<file path="src/core/rlm_pkg.sv">
// Shared constants and types for the RS-485 / infrared line-mode block.
// Assumes a 10 MHz system clock and a 16x baud tick from the UART core.
package rlm_pkg;

  // Register byte offsets on the Wishbone slave
  localparam logic [7:0] AFC_OFS = 8'h00;
  localparam logic [7:0] CTL_OFS = 8'h04;
  localparam logic [7:0] STS_OFS = 8'h08;

  // Values after reset
  localparam logic [7:0] AFC_RESET = 8'h00;
  localparam logic ECHO_RESET = 1'h0;

  // alternate_function_control field positions
  localparam int IR_BIT = 1;
  localparam int HD_BIT = 2;
  localparam int LG_BIT = 3;
  localparam int LISTEN_BIT = 4;
  localparam int DLY_LSB = 5;
  localparam int DLY_MSB = 7;

  // Control register: internal_echo_select
  localparam int ECHO_BIT = 0;

  // Status register field positions
  localparam int STS_DE_BIT = 0;
  localparam int STS_HOLD_BIT = 1;
  localparam int STS_RXL_BIT = 2;
  localparam int STS_STORE_BIT = 3;

  // Coding-clock counts within one sixteen-tick bit, and bits sampled per frame
  localparam logic [3:0] BIT_LAST = 4'hF;
  localparam logic [3:0] ENC_RISE = 4'h7;
  localparam logic [3:0] ENC_FALL = 4'hA;
  localparam logic [3:0] DEC_LAST = 4'hF;
  localparam logic [3:0] SMP_MID = 4'h8;
  localparam logic [3:0] FRAME_BITS = 4'hA;

  // Least infrared pulse width, rounded up to whole clocks
  localparam int CLK_PERIOD_NS = 100;
  localparam int PULSE_MIN_NS = 1600;
  localparam int PULSE_MIN_CYC_I = (PULSE_MIN_NS + CLK_PERIOD_NS - 1) / CLK_PERIOD_NS;
  localparam logic [4:0] PULSE_MIN_CYC = 5'(PULSE_MIN_CYC_I);

  typedef enum logic [1:0] {REG_AFC, REG_CTL, REG_STS, REG_NONE} rlm_reg_t;

endpackage

</file>
<file path="src/core/rlm_sir_if.sv">
// Carrier between the line-mode core and the infrared codec.
// Assumes both ends run on the same clock.
`timescale 1ns/1ns
interface rlm_sir_if;
  logic tick;
  logic int_tx;
  logic rx_sync;
  logic ir_tx;
  logic int_rx;
  modport core (output tick, output int_tx, output rx_sync, input ir_tx, input int_rx);
  modport codec (input tick, input int_tx, input rx_sync, output ir_tx, output int_rx);
endinterface // rlm_sir_if

</file>
<file path="src/core/rlm_line_mode.sv">
// Line-mode logic of one UART channel: half-duplex driver enable,
// receiver gating, transmit interrupt gating and infrared coding.
// Assumes the UART core, on clk, supplies the 16x baud tick, the transmit
// stream, FIFO and shift-register status, and takes the receive stream.
//
// Notes on behaviour
// - Three-bit field sets enable hold in bit times
// - Hold starts when both empty; write cancels
// - Listen on, no echo: store, all interrupts
// - Listen off plain mode: no timeout interrupt
// - Listen off half-duplex/infrared: discard everything
// - Echo: always store; no timeout unless listen
// - Enable rises one bit before first stop
// - Enable stays high while data pending
// - Large-block: transmit interrupt as normal mode
// - Otherwise half-duplex transmit interrupt waits shift-register empty
// - Infrared single bits, up to 115.2 kbps
// - Coding clock sixteen ticks per bit
// - Infrared pulse three ticks, at least 1.6 us
// - Stream high: infrared output low, counter cleared
// - Stream low: pulse ticks seven to nine
// - Reset: decoded line high, counter cleared
// - Falling edge: decoded low sixteen ticks
// - Receiver samples mid-bit, eighth tick then sixteen
// - Decoder accepts negative and positive pulses
// - Half-duplex without large-block holds transmit interrupts until shift empty
// - Bit one enables infrared path
// - Half-duplex without listen: receiver off transmitting
//
// The implementer's own choices: the placing of the registers and the Wishbone interface to the registers.
`timescale 1ns/1ns
module rlm_line_mode (
  input wire logic clk,
  input wire logic arst_n,
  input wire logic wb_cyc_i,
  input wire logic wb_stb_i,
  input wire logic wb_we_i,
  input wire logic [7:0] wb_adr_i,
  input wire logic [3:0] wb_sel_i,
  input wire logic [31:0] wb_dat_i,
  output logic [31:0] wb_dat_o,
  output logic wb_ack_o,
  input wire logic baud16_tick,
  input wire logic int_tx,
  input wire logic tsr_empty,
  input wire logic thr_empty,
  input wire logic thr_write,
  input wire logic tx_stop_next,
  input wire logic tx_int_raw,
  input wire logic rx_pin,
  output logic tx_pin,
  output logic driver_enable_out,
  output logic rx_line,
  output logic rx_sample_strobe,
  output logic rx_store_en,
  output logic rx_int_en,
  output logic rx_timeout_en,
  output logic tx_int_req
);

  typedef struct packed {
    logic [7:0] afc;
    logic echo;
    logic ack;
    logic [31:0] rdat;
    logic rs1;
    logic rs2;
    logic de;
    logic hold;
    logic [2:0] hold_bits;
    logic [3:0] hold_tick;
    logic tx;
    logic rxl;
    logic sprev;
    logic sact;
    logic [3:0] scnt;
    logic [3:0] sbits;
    logic strobe;
    logic store;
    logic inten;
    logic tmo;
    logic txint;
  } rlm_core_st_t;

  localparam rlm_core_st_t ST_RESET = '{
    afc: rlm_pkg::AFC_RESET,
    echo: rlm_pkg::ECHO_RESET,
    ack: 1'h0,
    rdat: 32'h0000_0000,
    rs1: 1'h1,
    rs2: 1'h1,
    de: 1'h0,
    hold: 1'h0,
    hold_bits: 3'h0,
    hold_tick: 4'h0,
    tx: 1'h1,
    rxl: 1'h1,
    sprev: 1'h1,
    sact: 1'h0,
    scnt: 4'h0,
    sbits: 4'h0,
    strobe: 1'h0,
    store: 1'h1,
    inten: 1'h1,
    tmo: 1'h0,
    txint: 1'h0
  };

  rlm_core_st_t st_reg;
  rlm_core_st_t st_next;

  rlm_sir_if sir ();

  rlm_sir_codec u_codec (
    .clk(clk),
    .arst_n(arst_n),
    .sir(sir)
  );

  // Register decode shared by the read and the write paths
  function automatic rlm_pkg::rlm_reg_t reg_sel(input logic [7:0] adr);
    unique case (adr)
      rlm_pkg::AFC_OFS: reg_sel = rlm_pkg::REG_AFC;
      rlm_pkg::CTL_OFS: reg_sel = rlm_pkg::REG_CTL;
      rlm_pkg::STS_OFS: reg_sel = rlm_pkg::REG_STS;
      default: reg_sel = rlm_pkg::REG_NONE;
    endcase
  endfunction

  logic ir_mode;
  logic hd_mode;
  logic lg_opt;
  logic listen;
  logic [2:0] dly;
  logic pending;
  logic rx_open;
  logic bus_req;

  assign ir_mode = st_reg.afc[rlm_pkg::IR_BIT];
  assign hd_mode = st_reg.afc[rlm_pkg::HD_BIT];
  assign lg_opt = st_reg.afc[rlm_pkg::LG_BIT];
  assign listen = st_reg.afc[rlm_pkg::LISTEN_BIT];
  assign dly = st_reg.afc[rlm_pkg::DLY_MSB:rlm_pkg::DLY_LSB];
  assign pending = !tsr_empty || !thr_empty;
  assign bus_req = wb_cyc_i && wb_stb_i;
  // Half-duplex or infrared without listen shuts the receiver, so it never
  // hears its own transmission; echo always keeps it open
  assign rx_open = st_reg.echo || listen || !(hd_mode || ir_mode);

  // Coding clock is the baud generator tick itself
  assign sir.tick = baud16_tick;
  assign sir.int_tx = int_tx;
  assign sir.rx_sync = st_reg.rs2;

  always_comb begin
    st_next = st_reg;
    st_next.strobe = 1'h0;

    // Wishbone slave: read data loads with the request, ack one cycle later
    st_next.ack = bus_req && !st_reg.ack;
    if (bus_req && !st_reg.ack) begin
      unique case (reg_sel(wb_adr_i))
        rlm_pkg::REG_AFC: st_next.rdat = {24'h00_0000, st_reg.afc};
        rlm_pkg::REG_CTL: st_next.rdat = {31'h0000_0000, st_reg.echo};
        rlm_pkg::REG_STS: begin
          st_next.rdat = 32'h0000_0000;
          st_next.rdat[rlm_pkg::STS_DE_BIT] = st_reg.de;
          st_next.rdat[rlm_pkg::STS_HOLD_BIT] = st_reg.hold;
          st_next.rdat[rlm_pkg::STS_RXL_BIT] = st_reg.rxl;
          st_next.rdat[rlm_pkg::STS_STORE_BIT] = st_reg.store;
        end
        rlm_pkg::REG_NONE: st_next.rdat = 32'h0000_0000;
      endcase
    end
    // Writes take effect on the edge where the master sees ack
    if (bus_req && st_reg.ack && wb_we_i && wb_sel_i[0]) begin
      unique case (reg_sel(wb_adr_i))
        rlm_pkg::REG_AFC: st_next.afc = wb_dat_i[7:0];
        rlm_pkg::REG_CTL: st_next.echo = wb_dat_i[rlm_pkg::ECHO_BIT];
        rlm_pkg::REG_STS: st_next.echo = st_reg.echo;
        rlm_pkg::REG_NONE: st_next.echo = st_reg.echo;
      endcase
    end

    // Receive pin synchroniser
    st_next.rs1 = rx_pin;
    st_next.rs2 = st_reg.rs1;

    // Driver enable and its hold delay
    if (!hd_mode || st_reg.echo) begin
      st_next.de = 1'h0;
      st_next.hold = 1'h0;
    end else begin
      if (tx_stop_next) begin
        st_next.de = 1'h1;
      end
      if (thr_write) begin
        st_next.hold = 1'h0;
      end else if (st_reg.hold) begin
        if (baud16_tick) begin
          st_next.hold_tick = st_reg.hold_tick + 4'h1;
          if (st_reg.hold_tick == rlm_pkg::BIT_LAST) begin
            if (st_reg.hold_bits == 3'h1) begin
              st_next.hold = 1'h0;
              st_next.de = 1'h0;
            end else begin
              st_next.hold_bits = st_reg.hold_bits - 3'h1;
            end
          end
        end
      end else if (st_reg.de && !pending && !tx_stop_next) begin
        // Only an idle transmitter starts the hold; pending data keeps enable up
        if (dly == 3'h0) begin
          st_next.de = 1'h0;
        end else begin
          st_next.hold = 1'h1;
          st_next.hold_bits = dly;
          st_next.hold_tick = 4'h0;
        end
      end
    end

    // Transmit pin: idle level while echo keeps the pins inactive
    if (st_reg.echo) begin
      st_next.tx = !ir_mode;
    end else if (ir_mode) begin
      st_next.tx = sir.ir_tx;
    end else begin
      st_next.tx = int_tx;
    end

    // Receive stream to the UART receiver
    if (st_reg.echo) begin
      st_next.rxl = int_tx;
    end else if (ir_mode) begin
      st_next.rxl = sir.int_rx;
    end else begin
      st_next.rxl = st_reg.rs2;
    end

    // Receiver and interrupt gating
    st_next.store = rx_open;
    st_next.inten = rx_open;
    st_next.tmo = rx_open && listen;

    // Transmit interrupt: in half-duplex without large block, wait for
    // the shift register, so software is not woken mid-packet
    if (hd_mode && !lg_opt) begin
      st_next.txint = tx_int_raw && tsr_empty;
    end else begin
      st_next.txint = tx_int_raw;
    end

    // Mid-bit sample strobe, resynchronised on each start bit
    if (baud16_tick) begin
      st_next.sprev = st_reg.rxl;
      if (!st_reg.sact) begin
        if (st_reg.sprev && !st_reg.rxl) begin
          st_next.sact = 1'h1;
          st_next.scnt = 4'h0;
          st_next.sbits = 4'h0;
        end
      end else begin
        st_next.scnt = st_reg.scnt + 4'h1;
        if (st_next.scnt == rlm_pkg::SMP_MID) begin
          st_next.strobe = st_reg.store;
          st_next.sbits = st_reg.sbits + 4'h1;
          if (st_next.sbits == rlm_pkg::FRAME_BITS) begin
            st_next.sact = 1'h0;
          end
        end
      end
    end
  end

  always_ff @(posedge clk or negedge arst_n) begin
    if (!arst_n) begin
      st_reg <= ST_RESET;
    end else begin
      st_reg <= st_next;
    end
  end

  assign wb_dat_o = st_reg.rdat;
  assign wb_ack_o = st_reg.ack;
  assign tx_pin = st_reg.tx;
  assign driver_enable_out = st_reg.de;
  assign rx_line = st_reg.rxl;
  assign rx_sample_strobe = st_reg.strobe;
  assign rx_store_en = st_reg.store;
  assign rx_int_en = st_reg.inten;
  assign rx_timeout_en = st_reg.tmo;
  assign tx_int_req = st_reg.txint;

  logic hd_live;
  assign hd_live = hd_mode && !st_reg.echo;
endmodule // rlm_line_mode

</file>
<file path="src/core/rlm_sir_codec.sv">
// Serial infrared pulse encoder and decoder, one bit at a time.
// Assumes rx_sync is already synchronised and tick is a one-cycle 16x pulse.
`timescale 1ns/1ns
module rlm_sir_codec (
  input wire logic clk,
  input wire logic arst_n,
  rlm_sir_if.codec sir
);

  typedef struct packed {
    logic [3:0] enc_cnt;
    logic [4:0] wid;
    logic ir_tx;
    logic rx_prev;
    logic pend;
    logic [3:0] dec_cnt;
    logic int_rx;
  } rlm_codec_st_t;

  localparam rlm_codec_st_t ST_RESET = '{enc_cnt: 4'h0, wid: 5'h00, ir_tx: 1'h0,
    rx_prev: 1'h1, pend: 1'h0, dec_cnt: 4'h0, int_rx: 1'h1};

  rlm_codec_st_t st_reg;
  rlm_codec_st_t st_next;

  always_comb begin
    st_next = st_reg;
    if (sir.int_tx) begin
      st_next.enc_cnt = 4'h0;
      st_next.ir_tx = 1'h0;
    end else begin
      if (sir.tick) begin
        st_next.enc_cnt = st_reg.enc_cnt + 4'h1;
      end
      // Pulse spans ticks 7..9; stretched if ticks run faster than allowed
      st_next.ir_tx = (st_next.enc_cnt >= rlm_pkg::ENC_RISE &&
                       st_next.enc_cnt < rlm_pkg::ENC_FALL) ||
                      (st_reg.ir_tx && st_reg.wid < rlm_pkg::PULSE_MIN_CYC);
    end
    if (!st_next.ir_tx) begin
      st_next.wid = 5'h00;
    end else if (st_reg.wid != 5'h1F) begin
      st_next.wid = st_reg.wid + 5'h01;
    end
    // Falling edge works for both pulse polarities: positive pulses decode late
    st_next.rx_prev = sir.rx_sync;
    if (st_reg.rx_prev && !sir.rx_sync) begin
      st_next.pend = 1'h1;
    end
    if (sir.tick) begin
      if (st_next.pend) begin
        st_next.int_rx = 1'h0;
        st_next.dec_cnt = 4'h0;
        st_next.pend = 1'h0;
      end else if (!st_reg.int_rx) begin
        if (st_reg.dec_cnt == rlm_pkg::DEC_LAST) begin
          st_next.int_rx = 1'h1;
        end else begin
          st_next.dec_cnt = st_reg.dec_cnt + 4'h1;
        end
      end
    end
  end

  always_ff @(posedge clk or negedge arst_n) begin
    if (!arst_n) begin
      st_reg <= ST_RESET;
    end else begin
      st_reg <= st_next;
    end
  end

  assign sir.ir_tx = st_reg.ir_tx;
  assign sir.int_rx = st_reg.int_rx;
endmodule // rlm_sir_codec

</file>
<file path="config.mk">
export PLATFORM = sky130hd
export DESIGN_NAME = rlm_line_mode
export DESIGN_NICKNAME = d
export VERILOG_FILES = /design/src/core/rlm_pkg.sv /design/src/core/rlm_sir_if.sv /design/src/core/rlm_line_mode.sv /design/src/core/rlm_sir_codec.sv
export SDC_FILE = /design/constraint.sdc
export NUM_CORES = 1
export LEC_CHECK = 0
export ABC_AREA = 1
export BUFFER_PORTS_ARGS = -buffer_cell sky130_fd_sc_hd__buf_2
export CAP_MARGIN = 20
export CORE_MARGIN = 2
export CORE_UTILIZATION = 27
export CTS_BUF_LIST = sky130_fd_sc_hd__clkbuf_8
export DETAILED_ROUTE_END_ITERATION = 12
export PLACE_DENSITY = 0.5
export SETUP_SLACK_MARGIN = 0.2
export SYNTH_ARGS = -nofsm -noshare
export SYNTH_HDL_FRONTEND = slang
export SYNTH_SLANG_ARGS = --single-unit
</file>
<file path="constraint.sdc">
create_clock -name clk -period 1.6 [get_ports clk]
set_input_delay 0.48 -clock clk [delete_from_list [all_inputs] [get_ports clk]]
set_output_delay 0.48 -clock clk [all_outputs]
set_load 0.01 [all_outputs]
</file>
; ---- Word level (Yosys, flattened, before mapping)
; Index checks and enable logic that the tools add are counted.
[totals]
ff_bits = 86
latch_bits = 0
ramBits = 0
romBits = 0
word_cells = 143
n_memories = 0
[op_classes]
addsub = 7
n_mul = 0
div = 0
magnitude_cmp = 3
eq_ne = 20
shift = 0
muxes = 40
bitwise = 2
n_reduce_logical = 44
[ops]
columns = cell, count
row1 = 32-bit case mux with 4 select lines, 1
row2 = 9-bit 2-to-1 mux, 5
row3 = 5-bit 2-to-1 mux, 6
row4 = 4-bit by 1-bit adder with 4-bit output (second input constant), 5
row5 = 4-bit == test (second input constant), 4
row6 = 1-bit 2-to-1 mux, 16
row7 = 4-bit 2-to-1 mux, 4
row8 = 1-bit logical AND, 14
row9 = 2-bit inequality test (second input constant), 6
row10 = 1-bit zero test, 11
row11 = 8-bit by 3-bit == test with 1-bit output (second input constant), 1
row12 = 8-bit by 4-bit == test with 1-bit output (second input constant), 1
row13 = 8-bit zero test, 1
row14 = 2-bit 2-to-1 mux, 4
row15 = 8-bit 2-to-1 mux, 1
row16 = 7-bit AND reduction, 1
row17 = 1-bit logical OR, 6
row18 = 6-bit 2-to-1 mux, 1
row19 = 2-bit case mux with 3 select lines, 1
row20 = 2-bit AND reduction, 3
row21 = 3-bit AND reduction, 2
row22 = 5-bit by 1-bit adder with 5-bit output (second input constant), 1
row23 = 5-bit less-than comparator (second input constant), 1
row24 = 5-bit inequality test (second input constant), 1
row25 = other kinds (13), 19

; ---- Logic depth before layout (Yosys ltp)
; Gate-level depths: netlist of the first run.
[logic_depth]
depth_word = 9
mapped_depth = 10
mapped_depth_nobuf = 10

; ---- Modules after synthesis
; Synthesis of the first run repeated with hierarchy kept, for this count alone.
[hier_totals]
cells_unflattened = 425
hier_area_um2 = 3427.0
[modules_own_cells]
columns = mod, n_inst, cells_each, area_each_um2
row1 = rlm_line_mode, 1, 329, 2582.5
row2 = rlm_sir_codec, 1, 96, 844.6

; ---- Least setup slack after synthesis of the first run
; No wires, ideal clock.
[synth_path]
kind = flip-flop to flip-flop
from = register u_codec.st_reg[8] (netlist name)
to = register u_codec.st_reg[11] (netlist name)
arrival_ns = 1.362
required_time_ns = 1.480
setup_slack_ns = 0.118
stages_incl_launch_ff = 8
cell_sequence = dfrtp_1 > ha_1 > and3_1 > ha_1 > inv_1 > nand4_1 > xor2_1 > nor2_2
[synth_via]
elab_chain_cells = 5
[synth_lines]
columns = item, line_no
row1 = start: declaration, rlm_sir_codec.sv:23  ; rlm_codec_st_t st_reg;
row2 = start signal: assignment, rlm_sir_codec.sv:69  ; st_reg <= st_next;
row3 = 5-bit less-than comparator, rlm_sir_codec.sv:38  ; (st_reg.ir_tx && st_reg.wid < rlm_pkg::PULSE_MIN_CYC);
row4 = 1-bit logical AND, rlm_sir_codec.sv:38
row5 = 1-bit logical OR, rlm_sir_codec.sv:37  ; st_next.enc_cnt < rlm_pkg::ENC_FALL) ||
row6 = 1-bit 2-to-1 mux, rlm_sir_codec.sv:28  ; if (sir.int_tx) begin
row7 = 2-bit inequality test (no source line) or 5-bit 2-to-1 mux (tied branches), --
; Parallel ways exist; a longest one is shown, timed or not. The select of a mux whose other input is x is not followed.
; A chain may end at the register's enable or synchronous reset.

; ---- Worst setup path in the final report of the first run
[layout_path]
from = register st_reg, in the netlist rx_int_en
to = output port rx_int_en
[layout_rtl]
columns = item, line_no
row1 = start: declaration, rlm_line_mode.sv:109  ; rlm_core_st_t st_reg;
row2 = start signal: assignment, rlm_line_mode.sv:280  ; st_reg <= st_next;
row3 = end: declaration, rlm_line_mode.sv:56  ; output logic rx_int_en,
; No word-level cell between the ends.

==> results.ini, run 1 <==
[status]
status = complete, no violations

[power_and_ir_drop]
clkPwrFrac = 0.349
irDropWorstVdd_v = 0.000337
pwr-share-comb = 0.185
p_per_area_nw_per_um2 = 909
swShare = 0.287
switchingPower_uw = 1120
seq_power_share = 0.466
p_int_uw = 2780
p_leak_uw = 0.00215

[synthesis]
yosysTopAreaCellShare = 0.404
synth-xor-area-share = 0.0236
yosysTopAreaCell = dfrtp_1
synthSimpleGateAreaFrac = 0.249
synthTopCellsByArea = dfrtp_1 40%, nand2_1 9.3%, buf_4 7.4%
ys_ff_latch = 62
synth.most_common_cell = nand2_1
synth-compound-area-share = 0.0704
synth_fa_ha_area_frac = 0.0412
synthMuxAreaShare = 0.00899
synth_edf_count = 0
ys_seq_area_frac = 0.467
synth_top_family_by_area = simple AND/OR/NAND/NOR gates
async_flop_share = 1.00
ys_warn_count = 0
netlist_instances = 392
yosysUniqueCellTypes = 37
netlist_area_um2 = 3340
synth_common_cells = 83 x nand2_1, 54 x dfrtp_1, 43 x inv_1, 33 x buf_4, 32 x nor2_1
synth_ff_type = dfrtp_1
avgSynthCellArea_um2 = 8.53

[global_route]
antenna_found_initial = 0
grt_pass1_wl_um = 12100
grt.overflow.total = 0
track_usage = 0.117
grt_max_degree = 63
first_global_vias = 2580

[floorplan]
dieArea_um2 = 13300
core_area_um2 = 12100
die_h_um = 115
start_util = 0.277
die_x_um = 115
boundaryPins = 98
num_rows = 40

[worst_setup_path]
cpPeakStageDelay_ps = 590
cp_data_required_time_ps = 1120
cp_max_fo = 3
cpMaxStageDelayCell = dfstp_2
cp.buffers_inverters = 1
path_cells = buf_6
worstSetupPathType = flop to output pin
crit_family = flip-flops
startpoint_type = flop
critPathArrivalTime_ps = 1050
critPathCaptureType = output pin

[timing]
holdWs_ps = 151
slew_violations = 0
skew_ps = 10.1
hold_viol_final = 0
fin_crit_sh = 0.955
setup_viol = 0
tns_ps = 0
fmaxAchievable_ghz = 0.654
rsz0062_at_grt = true
timing.final.crit_period_ps = 1530

[route]
drc = 0
vias = 2654
drtIter0Drc = 102
dr.pass1.iters = 4
vias_per_cell = 4.10
wl_per_cell_um = 10.9
routed_wl_um = 7070
postRouteAntennaNets = 0

[final_layout]
n_antenna_cell = 0
area.growth.synth_to_final_pct = 28.2
stdcell_count = 647
drive_gt1_frac = 0.353
largest_register_ffs = 20
nNetsFinal = 542

[placed_design]
numPortBuffers = 46
post-place-cells = 604
gp_congestion = 0.736
dp_hpwl_um = 5010

[cts]
clock-root-buffer = clkbuf_8
clk_latency_ps = 340
holdBufCountCts = 0
htreeDepth = 3
path_clk_slew_ps = 80
numCtsBuffers = 9
cts_tree = built
cts.sinks = 62
clockBufferDepth = 2

[hold_path]
worst_hold_path_type = input port to async pin

[flow_run]
cap_violations = 0

[through the flow]
stage	instance area (um2)	utilization	power [uW]	worst slack, ps
finish	4280	0.355	3890	72.0
global route	4280	0.355	4150	14.6
CTS	4060	0.337	3850	37.8
detailed placement	3710	0.308	2370	33.3
global placement	3710	0.308	2360	55.8
floorplan	3450	-	2220	209
[power by group through the flow]
stage	registers, uW	clock network (uW)	logic (uW)
2_1_floorplan	1810	0	411
3_3_place_gp	1840	0	520
3_5_place_dp	1840	0	530
4_1_cts	1800	1410	634
5_1_grt	1830	1480	831
6_report	1820	1360	719
[cell type report]
class,instances,area (um2)
inverters,48,180
well taps,168,210
clock inverters,6,55.1
multi-input cells,267,1550
flip-flops and latches,62,1560
fillers,1231,7780
repair buffers,86,588
clock buffers,10,138
[per-layer routing]
| layer | GRT usage | wire [um] |
|---|---|---|
| met5 | 0 | 0 |
| met1 | 0.160 | 3420 |
| met2 | 0.180 | 3290 |
| met4 | 0.0289 | 51 |
| met3 | 0.0390 | 305 |
[repair_timing]
| action | 4_1_cts | 5_1_grt |
|---|---|---|
| setup endpoints to repair | 20 | 31 |
| buffers inserted | 15 | 12 |
| gates resized for setup | 11 | 35 |
| pin swaps | 6 | 22 |
[cells in the final DEF (no fill, tap or decap), types with 11 or more instances in the layout]
master   netlist  final
dfrtp_1       54     52
buf_2          2     40
nand2_1       83     70
nand2_2        3     14
conb_1         1     24
nor2_2        12     11
nor2_1        32     30
buf_4         33     37
nand3_1       29     28
a21oi_1       19     18
inv_1         43     42
[worst paths after layout]
check	cells past startpoint	from	slack, ps	endpoint
max	1	rx_int_en	70	rx_int_en
min reg2reg	0	st_next[26]	360	sir.rx_sync
min	2	arst_n	150	st_reg[7]
max reg2reg	6	u_codec.st_reg[8]	200	u_codec.st_reg[9]
max in group asynchronous	2	arst_n	1130	rx_line
min in group clk	1	rx_pin	250	st_next[26]
[logic make-up after synthesis]
logic type / after synthesis
simple gates: 179
buf+inv: 86
flops: 62
compound gates: 41
fa+ha+maj: 11
xor+xnor: 9
mux: 3
other cells: 1
No activity file was read; power rests on OpenSTA's default activity.
==> run 2, diff against run 1 <==
--- a/config.mk
+++ b/config.mk
@@ -5,12 +5,13 @@
 export SDC_FILE = /design/constraint.sdc
 export NUM_CORES = 1
 export LEC_CHECK = 0
-export ABC_AREA = 1
+export ABC_AREA = 0
 export BUFFER_PORTS_ARGS = -buffer_cell sky130_fd_sc_hd__buf_2
 export CAP_MARGIN = 20
 export CORE_MARGIN = 2
 export CORE_UTILIZATION = 27
 export CTS_BUF_LIST = sky130_fd_sc_hd__clkbuf_8
+export CTS_CLUSTER_SIZE = 25
 export DETAILED_ROUTE_END_ITERATION = 12
 export PLACE_DENSITY = 0.5
 export SETUP_SLACK_MARGIN = 0.2
==> run 2 against run 1 <==
Setup slack worse by 69 ps. Critical path depth grew 4. Count of clock-buffer cells in the layout stayed put. Wire length up 8.1%. First-iteration DRC count down 33%. Synthesized area rose by 0.22%. Die area grew 0.22%. Global-route usage increased by 0.080 points. Core utilization is 2.9 points higher. Maximum frequency down 4.3%. Synthesized cell count is 19% lower. Total power increased by 15%. Highest routed layer unchanged.
==> results.ini, run 2 <==
[worst_setup_path]
worstSetupPathType = input port to flop
cpMaxStageDelayCell = or4_4
regToRegStartpoint = wb_ack_o
cp_data_required_time_ps = 1830
startpoint_type = input port
cp-startpoint = wb_adr_i[5]
cp_max_fo = 8
cpPeakStageDelay_ps = 540
critPathCaptureType = flop
path_cells = buf_6 > nor4_4 > nand2_2 > or4_4 > mux2_4
critPathArrivalTime_ps = 1820

[power_and_ir_drop]
p_leak_uw = 0.00219
p_per_area_nw_per_um2 = 964
irDropWorstVdd_v = 0.000529
total_power_uw = 4470

[cts]
htreeDepth = 3
cts.sinks = 62
clock-root-buffer = clkbuf_8
numCtsBuffers = 9
cts_tree = built
clk_latency_ps = 340
holdBufCountCts = 0
clockBufferDepth = 2
path_clk_slew_ps = 70

[timing]
tns_ps = 0
timing.final.crit_period_ps = 1600
setup_viol = 0
fmaxAchievable_ghz = 0.626
slew_violations = 0
skew_ps = 12.1
setup_ws_ps = 2.98
rsz0062_at_grt = true
fin_crit_sh = 0.998
hold_viol_final = 0

[final_layout]
multiInputGateArea_um2 = 1820
area.growth.synth_to_final_pct = 38.3
final_common_cell = dfrtp_1
drive_gt1_frac = 0.459
final_area_um2 = 4630
stdcell_count = 586
largest_register_ffs = 20
seqCellArea_um2 = 1560
fill_cells = 1181
nNetsFinal = 481
n_antenna_cell = 0
final_cell_mix = 53 x dfrtp_1, 46 x buf_4, 39 x buf_2, 24 x conb_1

[route]
vias_per_cell = 4.45
dr.pass1.iters = 4
routed_wl_um = 7640
postRouteAntennaNets = 0
drc = 0
wl_per_cell_um = 13.0
vias = 2610
drtIter0Drc = 68

[synthesis]
netlist_instances = 319
ys_seq_area_frac = 0.466
synth_common_cells = 54 x dfrtp_1, 33 x buf_4, 22 x nor2_1, 18 x nand2_1, 17 x o21ai_0
synthMuxAreaShare = 0.0818
yosysTopAreaCell = dfrtp_1
netlist_area_um2 = 3350
synthSimpleGateAreaFrac = 0.147
synth_ff_type = dfrtp_1
avgSynthCellArea_um2 = 10.5
yosysUniqueCellTypes = 50
async_flop_share = 1.00
synthTopCellsByArea = dfrtp_1 40%, buf_4 7.4%, dfstp_2 6.3%
synth.most_common_cell = dfrtp_1
ys_ff_latch = 62
synth-xor-area-share = 0.0392
synth_top_family_by_area = simple AND/OR/NAND/NOR gates
yosysTopAreaCellShare = 0.403
synth-compound-area-share = 0.121
synth_fa_ha_area_frac = 0.0411
synth_edf_count = 0
ys_warn_count = 0

[hold_path]
worst_hold_path_type = input port to async pin

[placed_design]
pre_cts_ws_ps = -386
gp_congestion = 0.775
placed_cell_area_um2 = 3930
post-place-cells = 544
numPortBuffers = 46
dp_hpwl_um = 5270

[status]
status = complete, no violations

[global_route]
grt.overflow.total = 0
grt_max_degree = 27
grt_pass1_wl_um = 12200
track_usage = 0.118
first_global_vias = 2478
antenna_found_initial = 0

[floorplan]
core_area_um2 = 12100
die_h_um = 115
boundaryPins = 98
start_util = 0.278
dieArea_um2 = 13300
die_x_um = 115
num_rows = 40

[flow_run]
cap_violations = 0

==> run 2: cell count changes after synthesis, moves of 6 or more <==
cell,before,now
mux2i_1,3,12
clkbuf_1,1,7
o21ai_0,8,17
a22o_1,0,6
nor2_2,12,0
nor2_1,32,22
a21oi_1,19,10
mux2_4,0,8
nor2b_1,0,6
nand3_1,29,8
inv_1,43,12
nand2_1,83,18
==> run 2: through the flow <==
| step | hold slack, ps | utilization |
|---|---|---|
| 2_1_floorplan | 184 | - |
| 3_3_place_gp | 346 | 0.325 |
| 3_5_place_dp | 353 | 0.325 |
| 4_1_cts | 75.0 | 0.362 |
| 5_1_grt | 69.2 | 0.384 |
| 6_report | 67.5 | 0.384 |
==> run 2: report_power, final <==
group | internal [uW] | switching [uW]
logic | 509 | 484
clock network | 913 | 631
registers | 1740 | 193
total | 3160 | 1310
==> run 2: metal layers <==
layer / up-vias / track usage / part of all wire
li1: 1267 / - / -
met1: 1256 / 0.159 / 0.47
met2: 75 / 0.182 / 0.45
met3: 12 / 0.0343 / 0.057
met4: 0 / 0.0394 / 0.017
met5: - / 0 / 0
==> run 2: worst max-delay path: cells and delay by family <==
kind	cells	cell delay (ps)
buf+inv	1	90
simple gates	3	920
mux	1	330
==> run 2: layout make-up <==
| class | instances | share of cell area |
|---|---|---|
| well taps | 168 | 0.0454 |
| multi-input cells | 224 | 0.393 |
| repair buffers | 104 | 0.167 |
| flip-flops and latches | 62 | 0.337 |
| inverters | 12 | 0.00972 |
| clock buffers | 10 | 0.0297 |
| clock inverters | 6 | 0.0184 |
==> run 2: repair_timing <==
item,CTS,global route
pin swaps,11,13
buffers inserted,15,11
gates cloned,0,0
setup endpoints to repair,31,49
resized for setup,24,45
==> run 2: cell families (layout without fill, tap and decap cells) <==
| family | Yosys count | in the layout |
|---|---|---|
| adders and majority gates | 11 | 11 |
| other | 1 | 24 |
| xor gates and xnor gates | 15 | 15 |
| AOI/OAI and AO/OA | 61 | 61 |
| DFF | 62 | 62 |
| buffers and inverters | 56 | 132 |
| and+or+nand+nor | 90 | 90 |
| muxes | 23 | 23 |
==> run 2: final timing paths <==
check,cells after the start,endpoint,slack (ps)
setup / recovery,5,dly[1],3
hold / removal,1,st_reg[8],70
setup reg to reg,3,dly[1],10
hold reg to reg,0,sir.rx_sync,360
max in group asynchronous,2,rx_line,980
min in group clk,1,st_next[26],240
==> run 3, diff against run 2 <==
--- a/config.mk
+++ b/config.mk
@@ -13,7 +13,7 @@
 export CTS_BUF_LIST = sky130_fd_sc_hd__clkbuf_8
 export CTS_CLUSTER_SIZE = 25
 export DETAILED_ROUTE_END_ITERATION = 12
-export PLACE_DENSITY = 0.5
+export PLACE_DENSITY = 0.46
 export SETUP_SLACK_MARGIN = 0.2
 export SYNTH_ARGS = -nofsm -noshare
 export SYNTH_HDL_FRONTEND = slang
==> run 3 against run 2 <==
The flow now finishes with violations (setup timing). Non-clock buffer count is 6 higher. Via count barely moved. Worst hold slack gained 76 ps. Sequential share of layout area shrank 0.58 points. Wire length increased by 3.3%. Die area unchanged. Combinational power grew 6%. Clock skew is 3.9 ps lower. Global-route usage increased by 0.71 points. Critical endpoint is now dly[0]. Cell area is 2.1% higher. First-iteration DRC count grew 43%. Clock power barely moved.
==> results.ini, run 3 (synthesized netlist as in run 2, its figures left out) <==
[flow_run]
cap_violations = 0

[power_and_ir_drop]
p_leak_uw = 0.00223
total_power_uw = 4570
irDropWorstVdd_v = 0.000451
p_per_area_nw_per_um2 = 966

[final_layout]
area.growth.synth_to_final_pct = 41.2
fin_util = 0.392
n_antenna_cell = 0
seqCellArea_um2 = 1570
multiInputGateArea_um2 = 1870
final_cell_mix = 53 x buf_4, 49 x dfrtp_1, 39 x buf_2, 24 x conb_1, 17 x nor2_1
fill_cells = 1204
largest_register_ffs = 20
nNetsFinal = 487
final_common_cell = buf_4
final_area_um2 = 4730
drive_gt1_frac = 0.468

[floorplan]
core_area_um2 = 12100
start_util = 0.278
dieArea_um2 = 13300
die_x_um = 115
num_rows = 40
die_h_um = 115
boundaryPins = 98

[hold_path]
worst_hold_path_type = input port to async pin

[placed_design]
pre_cts_ws_ps = -415
placed_cell_area_um2 = 3940
numPortBuffers = 46
dp_hpwl_um = 5350
gp_congestion = 0.779

[cts]
numCtsBuffers = 9
cts_tree = built
clk_latency_ps = 340
path_clk_slew_ps = 70
holdBufCountCts = 0
cts.sinks = 62
htreeDepth = 3
clockBufferDepth = 2
clock-root-buffer = clkbuf_8

[timing]
slew_violations = 0
setup_ws_ps = -31.9
setup_viol = 8
skew_ps = 8.17
rsz0062_at_grt = true
holdWs_ps = 144
timing.final.crit_period_ps = 1630
fin_crit_sh = 1.02
fmaxAchievable_ghz = 0.613
hold_viol_final = 0

[global_route]
use_met3 = 0.0390
grt_max_degree = 63
grt-busiest-layer = met2
grtUsageMet2 = 0.197
antenna_found_initial = 0
grt_util_met1 = 0.165
first_global_vias = 2622
grt.overflow.total = 0
grt_pass1_wl_um = 12800
track_usage = 0.125

[route]
dr.pass1.iters = 4
wl_per_cell_um = 13.4
drtIter0Drc = 97
vias = 2611
routed_wl_um = 7890
vias_per_cell = 4.42
drc = 0
postRouteAntennaNets = 0

[worst_setup_path]
critPathCaptureType = flop
cp_data_required_time_ps = 1830
startpoint_type = input port
cp_max_fo = 8
worstSetupPathType = input port to flop
critPathArrivalTime_ps = 1860

[status]
violations = setup timing
status = finished with violations

==> run 3: worst paths after layout <==
path                             start          end  slack [ps]  cells past startpoint
max reg2reg                   wb_ack_o       dly[0]          30                      3
max in group asynchronous       arst_n   st_reg[14]        1130                      2
min in group clk                rx_pin  st_next[26]         230                      1
min                             arst_n  wb_dat_o[5]         140                      2
min reg2reg                st_next[26]  sir.rx_sync         360                      0
max                        wb_adr_i[5]       dly[0]         -30                      5
==> run 3: metrics by stage <==
step	TNS, ps	cells
final	-198	591
after global routing	-327	591
after CTS	-103	579
after detailed placement	-4070	546
after global placement	-3890	546
after floorplan	-1810	342
==> run 3: final cells by class <==
class,instances,area share
Clock buffer,11,0.0320
Clock inverter,4,0.0148
Inverter,12,0.00952
Multi-Input combinational cell,224,0.396
Sequential cell,62,0.331
Tap cell,168,0.0444
Timing Repair Buffer,110,0.172
==> run 3: critical path: stages <==
cell and delay (ps):
buf_6 90, nor4_4 310, nand2_2 90, or4_4 550, mux2_4 340
==> run 3: per-layer routing <==
| metal | up-vias | routed length [um] |
|---|---|---|
| met5 | - | 0 |
| met4 | 0 | 81 |
| met3 | 7 | 399 |
| met2 | 65 | 3660 |
| met1 | 1272 | 3750 |
| li1 | 1267 | - |
==> run 3: timing repair <==
action                                  in CTS  in global routing
setup buffers                               18                 12
endpoints found under the setup margin      33                 50
pin swaps                                   17                 14
resized for setup                           36                 40
==> run 3: report_power, final <==
part / switching, uW / total [uW] / leakage (uW) / internal [uW]
registers: 212 / 1950 / 0.000797 / 1740
logic: 507 / 1050 / 0.00132 / 543
clock network: 617 / 1570 / 0.000115 / 949
total: 1340 / 4570 / 0.00223 / 3230
